## config.mk

```make
export PLATFORM = sky130hd
export DESIGN_NAME = port_a_pin_function_select
export DESIGN_NICKNAME = d
export VERILOG_FILES = /design/src/hw/pinmux_pkg.sv /design/src/hw/port_a_pin_function_select.sv /design/src/hw/pin_sync.sv /design/src/hw/pin_cell.sv
export SDC_FILE = /design/constraint.sdc
export NUM_CORES = 1
export LEC_CHECK = 0
export ABC_AREA = 1
export BUFFER_PORTS_ARGS = -buffer_cell sky130_fd_sc_hd__buf_4
export CAP_MARGIN = 20
export CORE_MARGIN = 5
export CORE_UTILIZATION = 35
export DETAILED_ROUTE_END_ITERATION = 6
export PLACE_DENSITY_LB_ADDON = 0.1
export RECOVER_POWER = 25
export SLEW_MARGIN = 25
export SYNTH_ARGS = -nofsm -noshare
export SYNTH_HDL_FRONTEND = slang
export SYNTH_SLANG_ARGS = --single-unit
```

## constraint.sdc

```tcl
create_clock -name clk_i -period 2.43 [get_ports clk_i]
set_input_delay 0.486 -clock clk_i [delete_from_list [all_inputs] [get_ports clk_i]]
set_output_delay 0.486 -clock clk_i [all_outputs]
set_load 0.02 [all_outputs]
```

## src/hw/pinmux_pkg.sv

```systemverilog
/*
  Shared constants, register map and carrier structs of the port A
  pin function controller.
  Assumes a single 10 MHz system clock and a synchronous reset.
*/
package pinmux_pkg;

  // ****************************************************************
  // Register map
  // ****************************************************************
  localparam int          ADR_W     = 4;
  localparam logic [3:0]  OFS_DIR   = 4'h0;
  localparam logic [3:0]  OFS_UPPER = 4'h4;
  localparam logic [3:0]  OFS_LOWER = 4'h8;
  localparam logic [15:0] DIR_RST   = 16'h0000;
  localparam logic [15:0] UPPER_RST = 16'h3302;
  localparam logic [15:0] LOWER_RST = 16'hff95;
  localparam logic [15:0] UPPER_RSV = 16'h0002;
  localparam logic [15:0] LOWER_RSV = 16'haa00;

  // ****************************************************************
  // Field positions and function codes
  // ****************************************************************
  localparam int PIN8_BIT = 0;
  localparam int PIN7_BIT = 14;
  localparam int PIN6_BIT = 12;
  localparam int PIN5_BIT = 10;
  localparam int PIN4_BIT = 8;
  localparam logic [1:0] FN_PORT = 2'h0;
  localparam logic [1:0] FN_ONE  = 2'h1;
  localparam logic [1:0] FN_TWO  = 2'h2;
  localparam logic [1:0] FN_THREE = 2'h3;

  // ****************************************************************
  // Carriers
  // ****************************************************************
  typedef struct packed {
    logic dma_acknowledge_ch1;
    logic dma_acknowledge_ch0;
    logic upper_data_parity;
    logic upper_data_parity_oe;
    logic lower_data_parity;
    logic lower_data_parity_oe;
    logic timer1_capcomp_a;
    logic timer1_capcomp_b;
    logic timer0_capcomp_a;
    logic timer0_capcomp_b;
    logic address_hold_strobe;
    logic interrupt_request_out;
    logic bus_acknowledge;
    logic read_strobe_n;
    logic upper_write_strobe_n;
    logic lower_write_strobe_n;
    logic chip_select_7_n;
    logic chip_select_6_n;
    logic chip_select_5_n;
    logic chip_select_4_n;
    logic row_address_strobe;
  } periph_out_s;

  typedef struct packed {
    logic ext_interrupt_3;
    logic ext_interrupt_2;
    logic ext_interrupt_1;
    logic ext_interrupt_0;
    logic dma_request_ch1;
    logic dma_request_ch0;
    logic timer_ext_clock_a;
    logic timer_ext_clock_b;
    logic timer1_capcomp_a;
    logic timer1_capcomp_b;
    logic timer0_capcomp_a;
    logic timer0_capcomp_b;
    logic upper_data_parity;
    logic lower_data_parity;
    logic converter_start_trigger;
    logic bus_request_in;
    logic wait_in;
  } periph_in_s;

  typedef struct packed {
    logic [15:0] dir;
    logic [15:0] upper;
    logic [15:0] lower;
    logic        ack;
    logic [15:0] rdat;
    logic [15:0] port_data;
    periph_in_s  to_periph;
  } pinmux_state_s;

  typedef struct packed {
    logic out;
    logic oe_n;
  } cell_state_s;

endpackage

```

## src/hw/port_a_pin_function_select.sv

```systemverilog
/*
  Port A pin function controller: direction and two function select
  registers on a classic Wishbone slave, and the sixteen pin muxes.
  Assumes peripherals and bus controller run on clk_i; pads are
  asynchronous and are synchronised here.
*/
// The Wishbone interface to the registers and the register addresses are this design's own decisions.
// How it works
// Direction register, 16 bits: 1 drives the pin, 0 makes it input.
// Direction counts only for plain port and timer capture functions.
// Direction register clears to zero on power-on reset only.
// Function registers reset to 3302 and ff95 on power-on only.
// Upper register serves pins 15 to 8, lower pins 7 to 0.
// Pin 15: port, interrupt 3, reserved, DMA request 1.
// Pin 14: port, interrupt 2, reserved, DMA acknowledge 1.
// Pin 13: port, interrupt 1, timer clock B, DMA request 0.
// Pin 12: port, interrupt 0, timer clock A, DMA acknowledge 0.
// Pin 11: port, upper parity, timer 1 capture B, reserved.
// Pin 10: port, lower parity, timer 1 capture A, reserved.
// Pin 9: port, address hold, converter trigger, interrupt out.
// Reserved bits read one; software writes them as one.
// Pin 8: port or bus request input.
// Pin 7: port or bus acknowledge output, reset one.
// Pin 6: port or read strobe output, reset one.
// Pin 5: port or upper write or byte strobe, reset one.
// Pin 4: port or lower write strobe output, reset one.
// Pin 3: port, chip select 7, wait input, reserved.
// Pins 2 and 0: port, chip select, timer 0 capture, reserved.
// Mux takes selected output and enable; input goes to both paths.
// Pin 1: port, chip select 5, row strobe, reserved.
`timescale 1ns/1ps
module port_a_pin_function_select
  import pinmux_pkg::*;
#(
  parameter int NPIN = 16
) (
  input  wire logic              clk_i,
  input  wire logic              rst_i,
  input  wire logic              wb_cyc_i,
  input  wire logic              wb_stb_i,
  input  wire logic              wb_we_i,
  input  wire logic [ADR_W-1:0]  wb_adr_i,
  input  wire logic [3:0]        wb_sel_i,
  input  wire logic [31:0]       wb_dat_i,
  output logic      [31:0]       wb_dat_o,
  output logic                   wb_ack_o,
  input  wire logic [NPIN-1:0]   pin_i,
  output logic      [NPIN-1:0]   pin_o,
  output logic      [NPIN-1:0]   pin_oe_n_o,
  input  wire logic [NPIN-1:0]   port_out_i,
  input  wire periph_out_s       from_periph_i,
  output periph_in_s             to_periph_o,
  output logic      [NPIN-1:0]   port_data_o
);

  // ****************************************************************
  // State
  // ****************************************************************
  pinmux_state_s         s_q;
  pinmux_state_s         s_d;
  logic [NPIN-1:0]       pin_sync;
  logic [NPIN-1:0][1:0]  fn;
  logic [NPIN-1:0][3:0]  alt_out;
  logic [NPIN-1:0][3:0]  alt_drv;
  logic [NPIN-1:0][3:0]  dir_mask;
  logic                  req;

  function automatic logic [15:0] merge(input logic [15:0] old,
                                        input logic [15:0] wd,
                                        input logic [1:0]  sel,
                                        input logic [15:0] rsv);
    logic [15:0] r;
    r = old;
    if (sel[0]) begin
      r[7:0] = wd[7:0];
    end
    if (sel[1]) begin
      r[15:8] = wd[15:8];
    end
    // Reserved bits are held at one whatever is written.
    merge = r | rsv;
  endfunction

  pin_sync #(
    .W (NPIN)
  ) u_sync (
    .clk_i  (clk_i),
    .rst_i  (rst_i),
    .pin_i  (pin_i),
    .sync_o (pin_sync)
  );

  // ****************************************************************
  // Function codes per pin
  // ****************************************************************
  always_comb begin
    for (int i = 0; i < 8; i++) begin
      fn[i + 8] = s_q.upper[2*i +: 2];
      fn[i]     = s_q.lower[2*i +: 2];
    end
    fn[8] = {1'b0, s_q.upper[PIN8_BIT]};
    fn[7] = {1'b0, s_q.lower[PIN7_BIT]};
    fn[6] = {1'b0, s_q.lower[PIN6_BIT]};
    fn[5] = {1'b0, s_q.lower[PIN5_BIT]};
    fn[4] = {1'b0, s_q.lower[PIN4_BIT]};
  end

  // ****************************************************************
  // Candidate outputs per pin and code
  // ****************************************************************
  always_comb begin
    alt_out  = '0;
    alt_drv  = '0;
    dir_mask = '0;
    for (int i = 0; i < NPIN; i++) begin
      alt_out[i][FN_PORT]  = port_out_i[i];
      dir_mask[i][FN_PORT] = 1'b1;
    end
    alt_out[14][FN_THREE] = from_periph_i.dma_acknowledge_ch1;
    alt_drv[14][FN_THREE] = 1'b1;
    alt_out[12][FN_THREE] = from_periph_i.dma_acknowledge_ch0;
    alt_drv[12][FN_THREE] = 1'b1;
    alt_out[11][FN_ONE]   = from_periph_i.upper_data_parity;
    alt_drv[11][FN_ONE]   = from_periph_i.upper_data_parity_oe;
    alt_out[11][FN_TWO]   = from_periph_i.timer1_capcomp_b;
    dir_mask[11][FN_TWO]  = 1'b1;
    alt_out[10][FN_ONE]   = from_periph_i.lower_data_parity;
    alt_drv[10][FN_ONE]   = from_periph_i.lower_data_parity_oe;
    alt_out[10][FN_TWO]   = from_periph_i.timer1_capcomp_a;
    dir_mask[10][FN_TWO]  = 1'b1;
    alt_out[9][FN_ONE]    = from_periph_i.address_hold_strobe;
    alt_drv[9][FN_ONE]    = 1'b1;
    alt_out[9][FN_THREE]  = from_periph_i.interrupt_request_out;
    alt_drv[9][FN_THREE]  = 1'b1;
    alt_out[7][FN_ONE]    = from_periph_i.bus_acknowledge;
    alt_drv[7][FN_ONE]    = 1'b1;
    alt_out[6][FN_ONE]    = from_periph_i.read_strobe_n;
    alt_drv[6][FN_ONE]    = 1'b1;
    alt_out[5][FN_ONE]    = from_periph_i.upper_write_strobe_n;
    alt_drv[5][FN_ONE]    = 1'b1;
    alt_out[4][FN_ONE]    = from_periph_i.lower_write_strobe_n;
    alt_drv[4][FN_ONE]    = 1'b1;
    alt_out[3][FN_ONE]    = from_periph_i.chip_select_7_n;
    alt_drv[3][FN_ONE]    = 1'b1;
    alt_out[2][FN_ONE]    = from_periph_i.chip_select_6_n;
    alt_drv[2][FN_ONE]    = 1'b1;
    alt_out[2][FN_TWO]    = from_periph_i.timer0_capcomp_b;
    dir_mask[2][FN_TWO]   = 1'b1;
    alt_out[1][FN_ONE]    = from_periph_i.chip_select_5_n;
    alt_drv[1][FN_ONE]    = 1'b1;
    alt_out[1][FN_TWO]    = from_periph_i.row_address_strobe;
    alt_drv[1][FN_TWO]    = 1'b1;
    alt_out[0][FN_ONE]    = from_periph_i.chip_select_4_n;
    alt_drv[0][FN_ONE]    = 1'b1;
    alt_out[0][FN_TWO]    = from_periph_i.timer0_capcomp_a;
    dir_mask[0][FN_TWO]   = 1'b1;
  end

  for (genvar g = 0; g < NPIN; g++) begin : g_pin
    pin_cell u_cell (
      .clk_i      (clk_i),
      .rst_i      (rst_i),
      .sel_i      (fn[g]),
      .dir_i      (s_q.dir[g]),
      .alt_out_i  (alt_out[g]),
      .alt_drv_i  (alt_drv[g]),
      .dir_mask_i (dir_mask[g]),
      .pin_o      (pin_o[g]),
      .pin_oe_n_o (pin_oe_n_o[g])
    );
  end

  // ****************************************************************
  // Register bus and input delivery
  // ****************************************************************
  assign req = wb_cyc_i && wb_stb_i && !s_q.ack;

  always_comb begin
    s_d     = s_q;
    s_d.ack = req;
    if (req) begin
      // Unmapped addresses are acknowledged and read as zero.
      case (wb_adr_i)
        OFS_DIR:   s_d.rdat = s_q.dir;
        OFS_UPPER: s_d.rdat = s_q.upper | UPPER_RSV;
        OFS_LOWER: s_d.rdat = s_q.lower | LOWER_RSV;
        default:   s_d.rdat = 16'h0000;
      endcase
      if (wb_we_i) begin
        case (wb_adr_i)
          OFS_DIR: begin
            s_d.dir = merge(s_q.dir, wb_dat_i[15:0],
                            wb_sel_i[1:0], 16'h0000);
          end
          OFS_UPPER: begin
            s_d.upper = merge(s_q.upper, wb_dat_i[15:0],
                              wb_sel_i[1:0], UPPER_RSV);
          end
          OFS_LOWER: begin
            s_d.lower = merge(s_q.lower, wb_dat_i[15:0],
                              wb_sel_i[1:0], LOWER_RSV);
          end
          default: begin
            s_d.dir = s_q.dir;
          end
        endcase
      end
    end
    // The port read path sees every pin, whatever its function.
    s_d.port_data = pin_sync;
    s_d.to_periph = '0;
    s_d.to_periph.ext_interrupt_3 =
      (fn[15] == FN_ONE) && pin_sync[15];
    s_d.to_periph.dma_request_ch1 =
      (fn[15] == FN_THREE) && pin_sync[15];
    s_d.to_periph.ext_interrupt_2 =
      (fn[14] == FN_ONE) && pin_sync[14];
    s_d.to_periph.ext_interrupt_1 =
      (fn[13] == FN_ONE) && pin_sync[13];
    s_d.to_periph.timer_ext_clock_b =
      (fn[13] == FN_TWO) && pin_sync[13];
    s_d.to_periph.dma_request_ch0 =
      (fn[13] == FN_THREE) && pin_sync[13];
    s_d.to_periph.ext_interrupt_0 =
      (fn[12] == FN_ONE) && pin_sync[12];
    s_d.to_periph.timer_ext_clock_a =
      (fn[12] == FN_TWO) && pin_sync[12];
    s_d.to_periph.upper_data_parity =
      (fn[11] == FN_ONE) && pin_sync[11];
    s_d.to_periph.timer1_capcomp_b =
      (fn[11] == FN_TWO) && pin_sync[11];
    s_d.to_periph.lower_data_parity =
      (fn[10] == FN_ONE) && pin_sync[10];
    s_d.to_periph.timer1_capcomp_a =
      (fn[10] == FN_TWO) && pin_sync[10];
    s_d.to_periph.converter_start_trigger =
      (fn[9] == FN_TWO) && pin_sync[9];
    s_d.to_periph.bus_request_in =
      (fn[8] == FN_ONE) && pin_sync[8];
    s_d.to_periph.wait_in =
      (fn[3] == FN_TWO) && pin_sync[3];
    s_d.to_periph.timer0_capcomp_b =
      (fn[2] == FN_TWO) && pin_sync[2];
    s_d.to_periph.timer0_capcomp_a =
      (fn[0] == FN_TWO) && pin_sync[0];
    // Only the power-on reset reaches these registers; other reset
    // sources of the chip must not drive rst_i.
    if (rst_i) begin
      s_d       = '0;
      s_d.dir   = DIR_RST;
      s_d.upper = UPPER_RST;
      s_d.lower = LOWER_RST;
    end
  end

  always_ff @(posedge clk_i) begin
    s_q <= s_d;
  end

  assign wb_ack_o    = s_q.ack;
  assign wb_dat_o    = {16'h0000, s_q.rdat};
  assign to_periph_o = s_q.to_periph;
  assign port_data_o = s_q.port_data;

  // ****************************************************************
  // Checks
  // ****************************************************************
  a_dir_reset: assert property (
    @(posedge clk_i) rst_i |=> (s_q.dir == DIR_RST))
    else $error("direction register not cleared by reset");

  a_func_reset: assert property (
    @(posedge clk_i) rst_i |=>
      (s_q.upper == UPPER_RST) && (s_q.lower == LOWER_RST))
    else $error("function registers wrong after reset");

  a_rsv_ones: assert property (
    @(posedge clk_i) disable iff (rst_i)
    ((s_q.upper & UPPER_RSV) == UPPER_RSV) &&
    ((s_q.lower & LOWER_RSV) == LOWER_RSV))
    else $error("reserved bit not held at one");

  a_dir_write: assert property (
    @(posedge clk_i) disable iff (rst_i)
    (req && wb_we_i && wb_adr_i == OFS_DIR && wb_sel_i[1:0] == 2'h3)
      |=> (s_q.dir == $past(wb_dat_i[15:0])) && wb_ack_o)
    else $error("direction write not stored");

  a_dir_ignored: assert property (
    @(posedge clk_i) disable iff (rst_i)
    (fn[15] == FN_ONE) |=> pin_oe_n_o[15])
    else $error("input function pin drives");

  a_dir_used: assert property (
    @(posedge clk_i) disable iff (rst_i)
    (fn[11] == FN_TWO) |=> (pin_oe_n_o[11] == !$past(s_q.dir[11])))
    else $error("capture pin ignores direction");

  a_dreq_route: assert property (
    @(posedge clk_i) disable iff (rst_i)
    (fn[15] == FN_THREE) |=>
      (to_periph_o.dma_request_ch1 == $past(pin_sync[15])) &&
      !to_periph_o.ext_interrupt_3)
    else $error("DMA request input misrouted");

  a_read_strobe: assert property (
    @(posedge clk_i) disable iff (rst_i)
    s_q.lower[PIN6_BIT] |=>
      !pin_oe_n_o[6] && (pin_o[6] == $past(from_periph_i.read_strobe_n)))
    else $error("read strobe not on pin 6");

  a_irq_out: assert property (
    @(posedge clk_i) disable iff (rst_i)
    (fn[9] == FN_THREE) |=> !pin_oe_n_o[9] &&
      (pin_o[9] == $past(from_periph_i.interrupt_request_out)))
    else $error("interrupt output not on pin 9");

  a_port_read: assert property (
    @(posedge clk_i) disable iff (rst_i)
    ##1 (port_data_o == $past(pin_sync)))
    else $error("port read path stale");

  a_ack_pulse: assert property (
    @(posedge clk_i) disable iff (rst_i)
    wb_ack_o |=> !wb_ack_o)
    else $error("ack held longer than one cycle");

  a_wait_route: assert property (
    @(posedge clk_i) disable iff (rst_i)
    (fn[3] == FN_TWO) |=> (to_periph_o.wait_in == $past(pin_sync[3])))
    else $error("wait input misrouted");

  a_parity_drive: assert property (
    @(posedge clk_i) disable iff (rst_i)
    (fn[10] == FN_ONE) |=>
      (pin_oe_n_o[10] == !$past(from_periph_i.lower_data_parity_oe)))
    else $error("parity pin drive wrong");

  a_rsv_code_idle: assert property (
    @(posedge clk_i) disable iff (rst_i)
    (fn[2] == FN_THREE) |=> pin_oe_n_o[2])
    else $error("reserved code drives pin 2");

  a_row_strobe: assert property (
    @(posedge clk_i) disable iff (rst_i)
    (fn[1] == FN_TWO) |=> !pin_oe_n_o[1] &&
      (pin_o[1] == $past(from_periph_i.row_address_strobe)))
    else $error("row strobe not on pin 1");

endmodule

```

## src/hw/pin_sync.sv

```systemverilog
/*
  Two-stage synchroniser for a vector of pin levels.
  Assumes the pins are asynchronous to clk_i.
*/
`timescale 1ns/1ps
module pin_sync #(
  parameter int W = 16
) (
  input  wire logic         clk_i,
  input  wire logic         rst_i,
  input  wire logic [W-1:0] pin_i,
  output logic      [W-1:0] sync_o
);
  typedef struct packed {
    logic [W-1:0] meta;
    logic [W-1:0] sync;
  } sync_state_s;

  sync_state_s s_q;
  sync_state_s s_d;

  // The first stage feeds only the second stage.
  always_comb begin
    s_d.meta = pin_i;
    s_d.sync = s_q.meta;
    if (rst_i) begin
      s_d = '0;
    end
  end

  always_ff @(posedge clk_i) begin
    s_q <= s_d;
  end

  assign sync_o = s_q.sync;
endmodule

```

## src/hw/pin_cell.sv

```systemverilog
/*
  One pin of the multiplexer: picks value and drive of the chosen
  function and registers them toward the pad.
  Assumes selection and candidates are on the clk_i domain.
*/
`timescale 1ns/1ps
module pin_cell
  import pinmux_pkg::*;
(
  input  wire logic       clk_i,
  input  wire logic       rst_i,
  input  wire logic [1:0] sel_i,
  input  wire logic       dir_i,
  input  wire logic [3:0] alt_out_i,
  input  wire logic [3:0] alt_drv_i,
  input  wire logic [3:0] dir_mask_i,
  output logic            pin_o,
  output logic            pin_oe_n_o
);
  cell_state_s s_q;
  cell_state_s s_d;

  always_comb begin
    s_d.out = alt_out_i[sel_i];
    // The direction bit counts only where the function allows it.
    if (dir_mask_i[sel_i]) begin
      s_d.oe_n = !dir_i;
    end else begin
      s_d.oe_n = !alt_drv_i[sel_i];
    end
    if (rst_i) begin
      s_d.out  = 1'b0;
      s_d.oe_n = 1'b1;
    end
  end

  always_ff @(posedge clk_i) begin
    s_q <= s_d;
  end

  assign pin_o      = s_q.out;
  assign pin_oe_n_o = s_q.oe_n;
endmodule

```

==> flow_summary.json, run 1 <==
{
  "fin_tns_setup_ns": 0,
  "drv_cap": 0,
  "cp_top_family": "buffers and inverters",
  "clock_sinks": 157,
  "max_freq_ghz": 0.564,
  "critPathLaunch": "rst_i",
  "fin_ws_ns": 0.658,
  "synthTopCellsByArea": "dfxtp_1, nor2_1, nand3_1, nand2_1, buf_4",
  "floorplan.rows": 47,
  "hold_viol_final": 0,
  "crit_chain": "clkbuf_1 -> clkbuf_2 -> nor2_1 -> inv_1 -> nor3_1",
  "grt_max_degree": 43,
  "start_util_pct": 35.8,
  "antenna_found_initial": 0,
  "final_cell_area_mm2": 0.00762,
  "overflow": 0,
  "cts_setup_buffers": 0,
  "synth_top_cells_by_count": "dfxtp_1, nor2_1, nand2_1",
  "cts_root_buf": "clkbuf_16",
  "slew_headroom_pct": 44.0,
  "synth_edf_count": 0,
  "ios": 196,
  "setup_viol": 0,
  "vias": 4966,
  "syn_to_final_growth_pct": 28.6,
  "grt_pass1_vias": 4820,
  "gp_congestion": 0.779,
  "numCtsBuffers": 17,
  "finalCritPeriodShare_pct": 72.9,
  "power_density_mw_per_mm2": 749,
  "critPathSlowestCell": "clkbuf_2",
  "worst-path-max-fanout": 37,
  "die_w_um": 140,
  "r2r-start": "wb_ack_o$_SDFF_PP0_",
  "die-area_mm2": 0.0196,
  "endpoint_kind": "register",
  "period_minus_slack_ns": 1.77,
  "synth.most_common_cell": "dfxtp_1",
  "drt_iter0_drc": 254,
  "viasPerCell": 4.49,
  "cp.required_ns": 2.72,
  "skew_ns": 0.0130,
  "synth.yosys.warnings": 0,
  "yosysUniqueCellTypes": 29,
  "clock_latency_ns": 0.42,
  "hp-start": "pin_i[1]",
  "drc_errors": 0,
  "worst_ep_arrival_time_ns": 2.06,
  "met1Wirelength_um": 7160,
  "seq_area_frac_synth_pct": 53.0,
  "crit_buf_inv": 3,
  "dpl_cell_area_mm2": 0.00704,
  "async_reset_ff_share_pct": 0,
  "cts.path.max_buffers": 2,
  "synthCells": 746,
  "grt_pass1_wl_um": 25400,
  "num-nets-final": 972,
  "wl_per_cell_um": 14.4,
  "synth_ff_type": "dfxtp_1",
  "coreArea_mm2": 0.0166,
  "finalMaxSlewViolations": 0,
  "yosysTopAreaCell": "dfxtp_1",
  "ys_ff_latch": 157,
  "port_buffers": 161,
  "dp_slack_ns": 0.667,
  "outcome": "complete, no violations",
  "critical_path_class": "primary input to register",
  "layout-drive-gt1-share_pct": 25.4,
  "min_path_type": "primary input to register",
  "drt_wl_total_um": 15900,
  "clkTransAtPathRegs_ns": 0.06,
  "post_cts_resized": 0,
  "dpl.hpwl_um": 11800,
  "fp.dieH_um": 140,
  "cts_hold_buf": 0,
  "met3_length_um": 1400,
  "syn-cell-area_mm2": 0.00593,
  "vdd_ir_drop_max_uv": 485,
  "antennaDiodeCount": 0,
  "wl_met2_um": 7170,
  "p_leak_uw": 0.00363,
  "htreeDepth": 4,
  "slowest_delay_ns": 0.74,
  "startpoint_type": "primary input",
  "top_layer_used": "met4",
  "grt_usage_pct": 16.2,
  "ant_nets": 0,
  "grt_setup_unrepaired": "false",
  "postSynthAreaPerCell_um2": 7.95,
  "tightestPinTransition_ns": 0.841,
  "synth_top_area_share_pct": 53.0,
  "tritoncts": "built",
  "firstDrtPassIters": 5
}
[stage by stage]
step                      hold slack [ns]  total power, uW  utilization (%)  cells
final                               0.269             5710             46.0   1106
after detailed placement            0.392             3140             42.4   1074
after global routing                0.265             5940             46.0   1106
after global placement              0.391             3130             42.4   1074
after CTS                           0.250             5800             46.0   1106
after floorplan                     0.379             2970                -    761
[path summary, 6_finish.rpt]
path,slack [ns],cells after the start,endpoint
max reg2reg,1.03,5,fn[28]$_SDFFE_PP1P_
max,0.66,5,to_periph_o[10]$_SDFF_PP0_
min reg2reg,0.40,2,u_sync.sync_o[9]$_SDFF_PP0_
min,0.27,3,u_sync.s_q[17]$_SDFF_PP0_
[sequential cells by signal, indices dropped and copies added, names as in the netlist]
signal	cells
u_sync.s_q	16
wb_dat_o	16
s_q	16
to_periph_o	17
fn	27
g_pin.u_cell.pin_o	16
g_pin.u_cell.pin_oe_n_o	16
wb_ack_o	1
port_data_o	16
u_sync.sync_o	16
[power breakdown]
group | internal, uW | switching [uW]
combinational | 175 | 244
clock | 1610 | 1020
sequential | 2640 | 19.1
[routing by layer]
metal,vias to the layer above,GRT usage (%)
met1,2248,20.9
met3,12,5.96
met2,172,25.3
met4,0,5.20
li1,2534,-
met5,-,0
[layout make-up]
| class | instances | area, um2 |
|---|---|---|
| clock inverter | 11 | 115 |
| clock buffer | 21 | 480 |
| sequential | 157 | 3140 |
| inverter | 87 | 330 |
| fill | 1672 | 8960 |
| timing repair buffer | 170 | 1280 |
| tap | 220 | 275 |
| multi-input combinational | 440 | 2000 |
[cells by family after synthesis]
logic type,Yosys count,synth area share (%)
AND/OR/NAND/NOR,354,26.6
buffers and inverters,164,14.2
flip-flops,157,53.0
AO/OA/AOI/OAI,69,5.91
adder cells (fa/ha/maj),1,0.211
other,1,0.0632
[placed cells by master (no fill, tap or decap), types with 16 or more instances in the layout]
cell       synthesis  routed
nand3_1           81      81
nand2_1          104     104
conb_1             1      16
a21oi_1           31      31
nor2_1           139     139
inv_1             78      78
dfxtp_1          157     157
o21ai_1           16      16
buf_4             49     166
o21ai_0           20      20
clkbuf_16          0      17
[worst reg2reg max path, cell delays in order (launching register included)]
cell and delay, ns:
dfxtp_1 0.32, nand3b_4 0.24, inv_2 0.26, nand3_4 0.24, nand2_1 0.11, nand3_1 0.07
(Power assumes the default switching activity.)
==> inputs of run 2 (changes only) <==
==> constraint.sdc (replaced) <==
create_clock -name clk_i -period 1.8 [get_ports clk_i]
set_input_delay 0.36 -clock clk_i [delete_from_list [all_inputs] [get_ports clk_i]]
set_output_delay 0.36 -clock clk_i [all_outputs]
set_load 0.02 [all_outputs]
==> flow_summary.json, run 2 (synthesis results as in run 1) <==
{
  "clock_latency_ns": 0.42,
  "syn_to_final_growth_pct": 29.8,
  "fillCellCount": 1646,
  "slowest_delay_ns": 0.70,
  "start_util_pct": 35.8,
  "cellInternalPower_uw": 6270,
  "p_leak_uw": 0.00367,
  "swShare_pct": 21.7,
  "post_cts_resized": 0,
  "cts.path.max_buffers": 2,
  "htreeDepth": 4,
  "cts_root_buf": "clkbuf_16",
  "cts_setup_buffers": 0,
  "critPathSlowestCell": "clkbuf_4",
  "clock_sinks": 157,
  "startpoint_type": "primary input",
  "cts_hold_buf": 0,
  "hold_viol_final": 0,
  "min_path_type": "primary input to register",
  "numCtsBuffers": 17,
  "setup_viol": 0,
  "endpoint_kind": "register",
  "violations": "DRC",
  "grt_max_degree": 53,
  "clkTransAtPathRegs_ns": 0.06,
  "slew_headroom_pct": 47.5,
  "grt_setup_unrepaired": "false",
  "coreArea_mm2": 0.0166,
  "layout-drive-gt1-share_pct": 25.2,
  "finalCritPeriodShare_pct": 84.1,
  "seqPwrFrac_pct": 44.7,
  "worst-path-max-fanout": 52,
  "critical_path_class": "primary input to register",
  "finalMaxSlewViolations": 0,
  "drv_cap": 0,
  "r2r_end": "fn[30]$_SDFFE_PP0P_",
  "mostFrequentLayoutCells": "buf_4, dfxtp_1, nor2_1",
  "fin_tns_setup_ns": 0,
  "min_path_cells": 3,
  "drt_iter0_drc": 261,
  "die-area_mm2": 0.0196,
  "crit_buf_inv": 2,
  "power_density_mw_per_mm2": 1040,
  "dpl_cell_area_mm2": 0.00708,
  "antennaDiodeCount": 0,
  "comb_power_share_pct": 7.1,
  "r2r_slack_ns": 0.37,
  "gp_congestion": 0.795,
  "ios": 196,
  "overflow": 0,
  "grt_usage_pct": 16.4,
  "viasPerCell": 4.48,
  "firstDrtPassIters": 7,
  "wl_per_cell_um": 14.5,
  "fp.dieH_um": 140,
  "max_freq_ghz": 0.661,
  "antenna_found_initial": 0,
  "ant_nets": 0,
  "tritoncts": "built",
  "layout_commonest_cell": "buf_4",
  "largest_reg_flops": 27,
  "vias": 4968,
  "cp_top_family": "buffers and inverters",
  "drc_errors": 5,
  "multi_input_area_mm2": 0.00200,
  "die_w_um": 140,
  "worst_ep_arrival_time_ns": 1.83,
  "final-seq-area_mm2": 0.00314,
  "p_clk_share_pct": 48.1,
  "num-nets-final": 976,
  "skew_ns": 0.00649,
  "dpl.hpwl_um": 11900,
  "cp.required_ns": 2.11,
  "drt_wl_total_um": 16100,
  "min_to": "u_sync.s_q[17]$_SDFF_PP0_",
  "p_switching_uw": 1740,
  "grt_pass1_vias": 4938,
  "grt_pass1_wl_um": 25700,
  "rr_worst_depth": 6,
  "period_minus_slack_ns": 1.51,
  "cpMostUsedCell": "nor2_1",
  "tightestPinTransition_ns": 0.787,
  "port_buffers": 161,
  "r2r-start": "wb_ack_o$_SDFF_PP0_",
  "hp-start": "pin_i[1]",
  "final_cell_area_mm2": 0.00770,
  "outcome": "finished, violations left",
  "vdd_ir_drop_max_uv": 655,
  "floorplan.rows": 47,
  "crit_chain": "clkbuf_1 -> clkbuf_4 -> nor2_1 -> o21ai_0 -> nor2_1"
}
[run 2: cell count changes in the layout (fill, tap and decap cells not counted)]
cell	delta
clkbuf_4	+1
clkinvlp_4	-3
clkbuf_1	+5
clkinv_2	-3
bufinv_16	+2
buf_4	+2
inv_6	+1
clkinv_4	+1
clkbuf_2	-2
[run 2: how the worst max path moves through the flow]
| stage | start | endpoint | cells after the start |
|---|---|---|---|
| 6_report | rst_i | g_pin[3].u_cell.pin_o$_SDFF_PP0_ | 5 |
| 5_1_grt | rst_i | g_pin[3].u_cell.pin_o$_SDFF_PP0_ | 5 |
| 4_1_cts | wb_ack_o$_SDFF_PP0_ | fn[21]$_SDFFE_PP0P_ | 5 |
| 3_5_place_dp | wb_cyc_i | fn[21]$_SDFFE_PP0P_ | 6 |
| 3_3_place_gp | wb_cyc_i | fn[28]$_SDFFE_PP1P_ | 7 |
| 2_1_floorplan | wb_ack_o$_SDFF_PP0_ | fn[12]$_SDFFE_PP1P_ | 7 |
[run 2: final cells by class]
| cell class | instances | share of cell area [%] |
|---|---|---|
| multi-input combinational | 440 | 26.0 |
| tap | 220 | 3.58 |
| inverter | 87 | 4.29 |
| clock inverter | 9 | 2.02 |
| timing repair buffer | 174 | 16.9 |
| clock buffer | 23 | 6.34 |
| sequential | 157 | 40.8 |
[run 2: power by group through the flow]
stage | logic [uW] | clock network [uW] | registers, uW
3_5_place_dp | 584 | 0 | 3660
4_1_cts | 586 | 3950 | 3580
5_1_grt | 627 | 4120 | 3590
6_report | 572 | 3850 | 3580
2_1_floorplan | 339 | 0 | 3670
3_3_place_gp | 579 | 0 | 3660
[run 2: per-stage QoR]
step                      cells  utilization, %  hold WS, ns  setup slack (ns)  power, uW
after floorplan             761               -        0.379             0.392       4010
after global placement     1078            42.7        0.390             0.329       4240
after detailed placement   1078            42.7        0.393             0.305       4250
after CTS                  1110            46.6        0.119             0.369       8120
after global routing       1110            46.4        0.125             0.177       8340
final                      1110            46.4        0.138             0.287       8010
[run 2: routing by layer]
| metal | share of wire, % | track usage (%) | up-vias |
|---|---|---|---|
| li1 | - | - | 2536 |
| met1 | 46 | 21.4 | 2266 |
| met2 | 46 | 25.3 | 148 |
| met3 | 7.4 | 5.59 | 18 |
| met4 | 1.5 | 6.07 | 0 |
| met5 | 0 | 0 | - |
[run 2: tightest hold or removal path: stages]
cell and delay (ns):
buf_4 0.07, inv_1 0.03, nor2_1 0.06
==> inputs of run 3 (changes only) <==
==> constraint.sdc (replaced) <==
create_clock -name clk_i -period 1.46 [get_ports clk_i]
set_input_delay 0.292 -clock clk_i [delete_from_list [all_inputs] [get_ports clk_i]]
set_output_delay 0.292 -clock clk_i [all_outputs]
set_load 0.02 [all_outputs]
==> flow_summary.json, run 3 (synthesis results as in run 1) <==
{
  "viasPerCell": 4.43,
  "min_path_type": "primary input to register",
  "skew_ns": 0.00499,
  "die_w_um": 140,
  "htreeDepth": 4,
  "tightestPinTransition_ns": 1.18,
  "cts_root_buf": "clkbuf_16",
  "vias": 4926,
  "start_util_pct": 35.8,
  "ant_nets": 0,
  "stdcell_count": 1112,
  "clock_sinks": 157,
  "drc_errors": 0,
  "dpl.hpwl_um": 11700,
  "dp_cells": 1080,
  "clock_latency_ns": 0.42,
  "gp_congestion": 0.813,
  "drt_iter0_drc": 282,
  "final_cell_area_mm2": 0.00768,
  "dpl_cell_area_mm2": 0.00712,
  "clkTransAtPathRegs_ns": 0.06,
  "post_cts_resized": 0,
  "coreArea_mm2": 0.0166,
  "overflow": 0,
  "fp.dieH_um": 140,
  "port_buffers": 161,
  "mostFrequentLayoutCells": "buf_4, dfxtp_1, nor2_1",
  "grt_pass1_wl_um": 25200,
  "holdWs_ns": 0.0712,
  "cts_hold_buf": 0,
  "wl_per_cell_um": 14.1,
  "finalMaxSlewViolations": 0,
  "multi_input_area_mm2": 0.00200,
  "antenna_found_initial": 0,
  "ios": 196,
  "final-seq-area_mm2": 0.00314,
  "grt_setup_unrepaired": "true",
  "num-nets-final": 978,
  "antennaDiodeCount": 0,
  "largest_reg_flops": 27,
  "endpoint_kind": "register",
  "cts.path.max_buffers": 2,
  "worst_ep_arrival_time_ns": 1.63,
  "hold_viol_final": 0,
  "die-area_mm2": 0.0196,
  "cts_setup_buffers": 0,
  "grt_usage_pct": 16.2,
  "layout-drive-gt1-share_pct": 25.3,
  "critical_path_class": "register to register",
  "max_freq_ghz": 0.736,
  "final_util_pct": 46.3,
  "power_density_mw_per_mm2": 1250,
  "floorplan.rows": 47,
  "fillCellCount": 1683,
  "drv_cap": 0,
  "startpoint_type": "register",
  "setup_viol": 0,
  "grt_max_degree": 55,
  "drt_wl_total_um": 15700,
  "finalCritPeriodShare_pct": 93.1,
  "tritoncts": "built",
  "outcome": "complete, no violations",
  "period_minus_slack_ns": 1.36,
  "syn_to_final_growth_pct": 29.6,
  "vdd_ir_drop_max_uv": 797,
  "p_leak_uw": 0.00367,
  "slew_headroom_pct": 21.6,
  "worst-path-max-fanout": 9,
  "layout_commonest_cell": "buf_4",
  "numCtsBuffers": 17,
  "grt_pass1_vias": 4766,
  "firstDrtPassIters": 5,
  "cp.required_ns": 1.73
}
run 3: cell types whose count changed in the layout (fill, tap and decap cells not counted), sizes merged:
cell      delta
buf          +3
clkbuf       +4
clkinvlp     -1
clkinv       -2
bufinv       -2
run 3: final timing paths:
path	from	slack, ns	depth (start not counted)	endpoint
max	wb_ack_o$_SDFF_PP0_	0.10	6	fn[10]$_SDFFE_PP1P_
min	pin_i[10]	0.07	3	u_sync.s_q[26]$_SDFF_PP0_
max reg2reg	wb_ack_o$_SDFF_PP0_	0.10	6	fn[10]$_SDFFE_PP1P_
min reg2reg	u_sync.s_q[17]$_SDFF_PP0_	0.40	2	u_sync.sync_o[1]$_SDFF_PP0_
run 3: stage by stage:
| step | setup TNS [ns] | total power (uW) | worst slack (ns) |
|---|---|---|---|
| 2_1_floorplan | 0 | 4950 | 0.0521 |
| 3_3_place_gp | 0 | 5230 | 0.0990 |
| 3_5_place_dp | 0 | 5240 | 0.0839 |
| 4_1_cts | 0 | 9730 | 0.107 |
| 5_1_grt | -0.101 | 10000 | -0.0340 |
| 6_report | 0 | 9580 | 0.101 |
run 3: layout make-up:
class | instances | share of cell area, %
timing repair buffer | 176 | 17.4
sequential | 157 | 40.9
multi-input combinational | 440 | 26.0
clock inverter | 4 | 0.961
clock buffer | 28 | 6.86
inverter | 87 | 4.30
tap | 220 | 3.58
run 3: report_power, final:
group / total (uW) / leakage [uW] / internal (uW) / switching (uW)
combinational: 711 / 0.00209 / 304 / 406
clock: 4450 / 0.000295 / 2800 / 1650
sequential: 4420 / 0.00128 / 4390 / 32.2
run 3: layer usage:
metal / vias up / GRT usage, % / wire length (um)
met5: - / 0 / 0
met4: 0 / 4.90 / 202
met3: 14 / 6.48 / 1340
met2: 160 / 24.6 / 6980
met1: 2214 / 21.2 / 7190
li1: 2538 / - / -
run 3: worst max-delay path, cell delays in order, from the launching register on:
cell      delay [ns]
dfxtp_1         0.34
nand3b_4        0.21
inv_2           0.14
nand3_1         0.21
clkinv_1        0.16
nand2_1         0.08
nand3_1         0.06
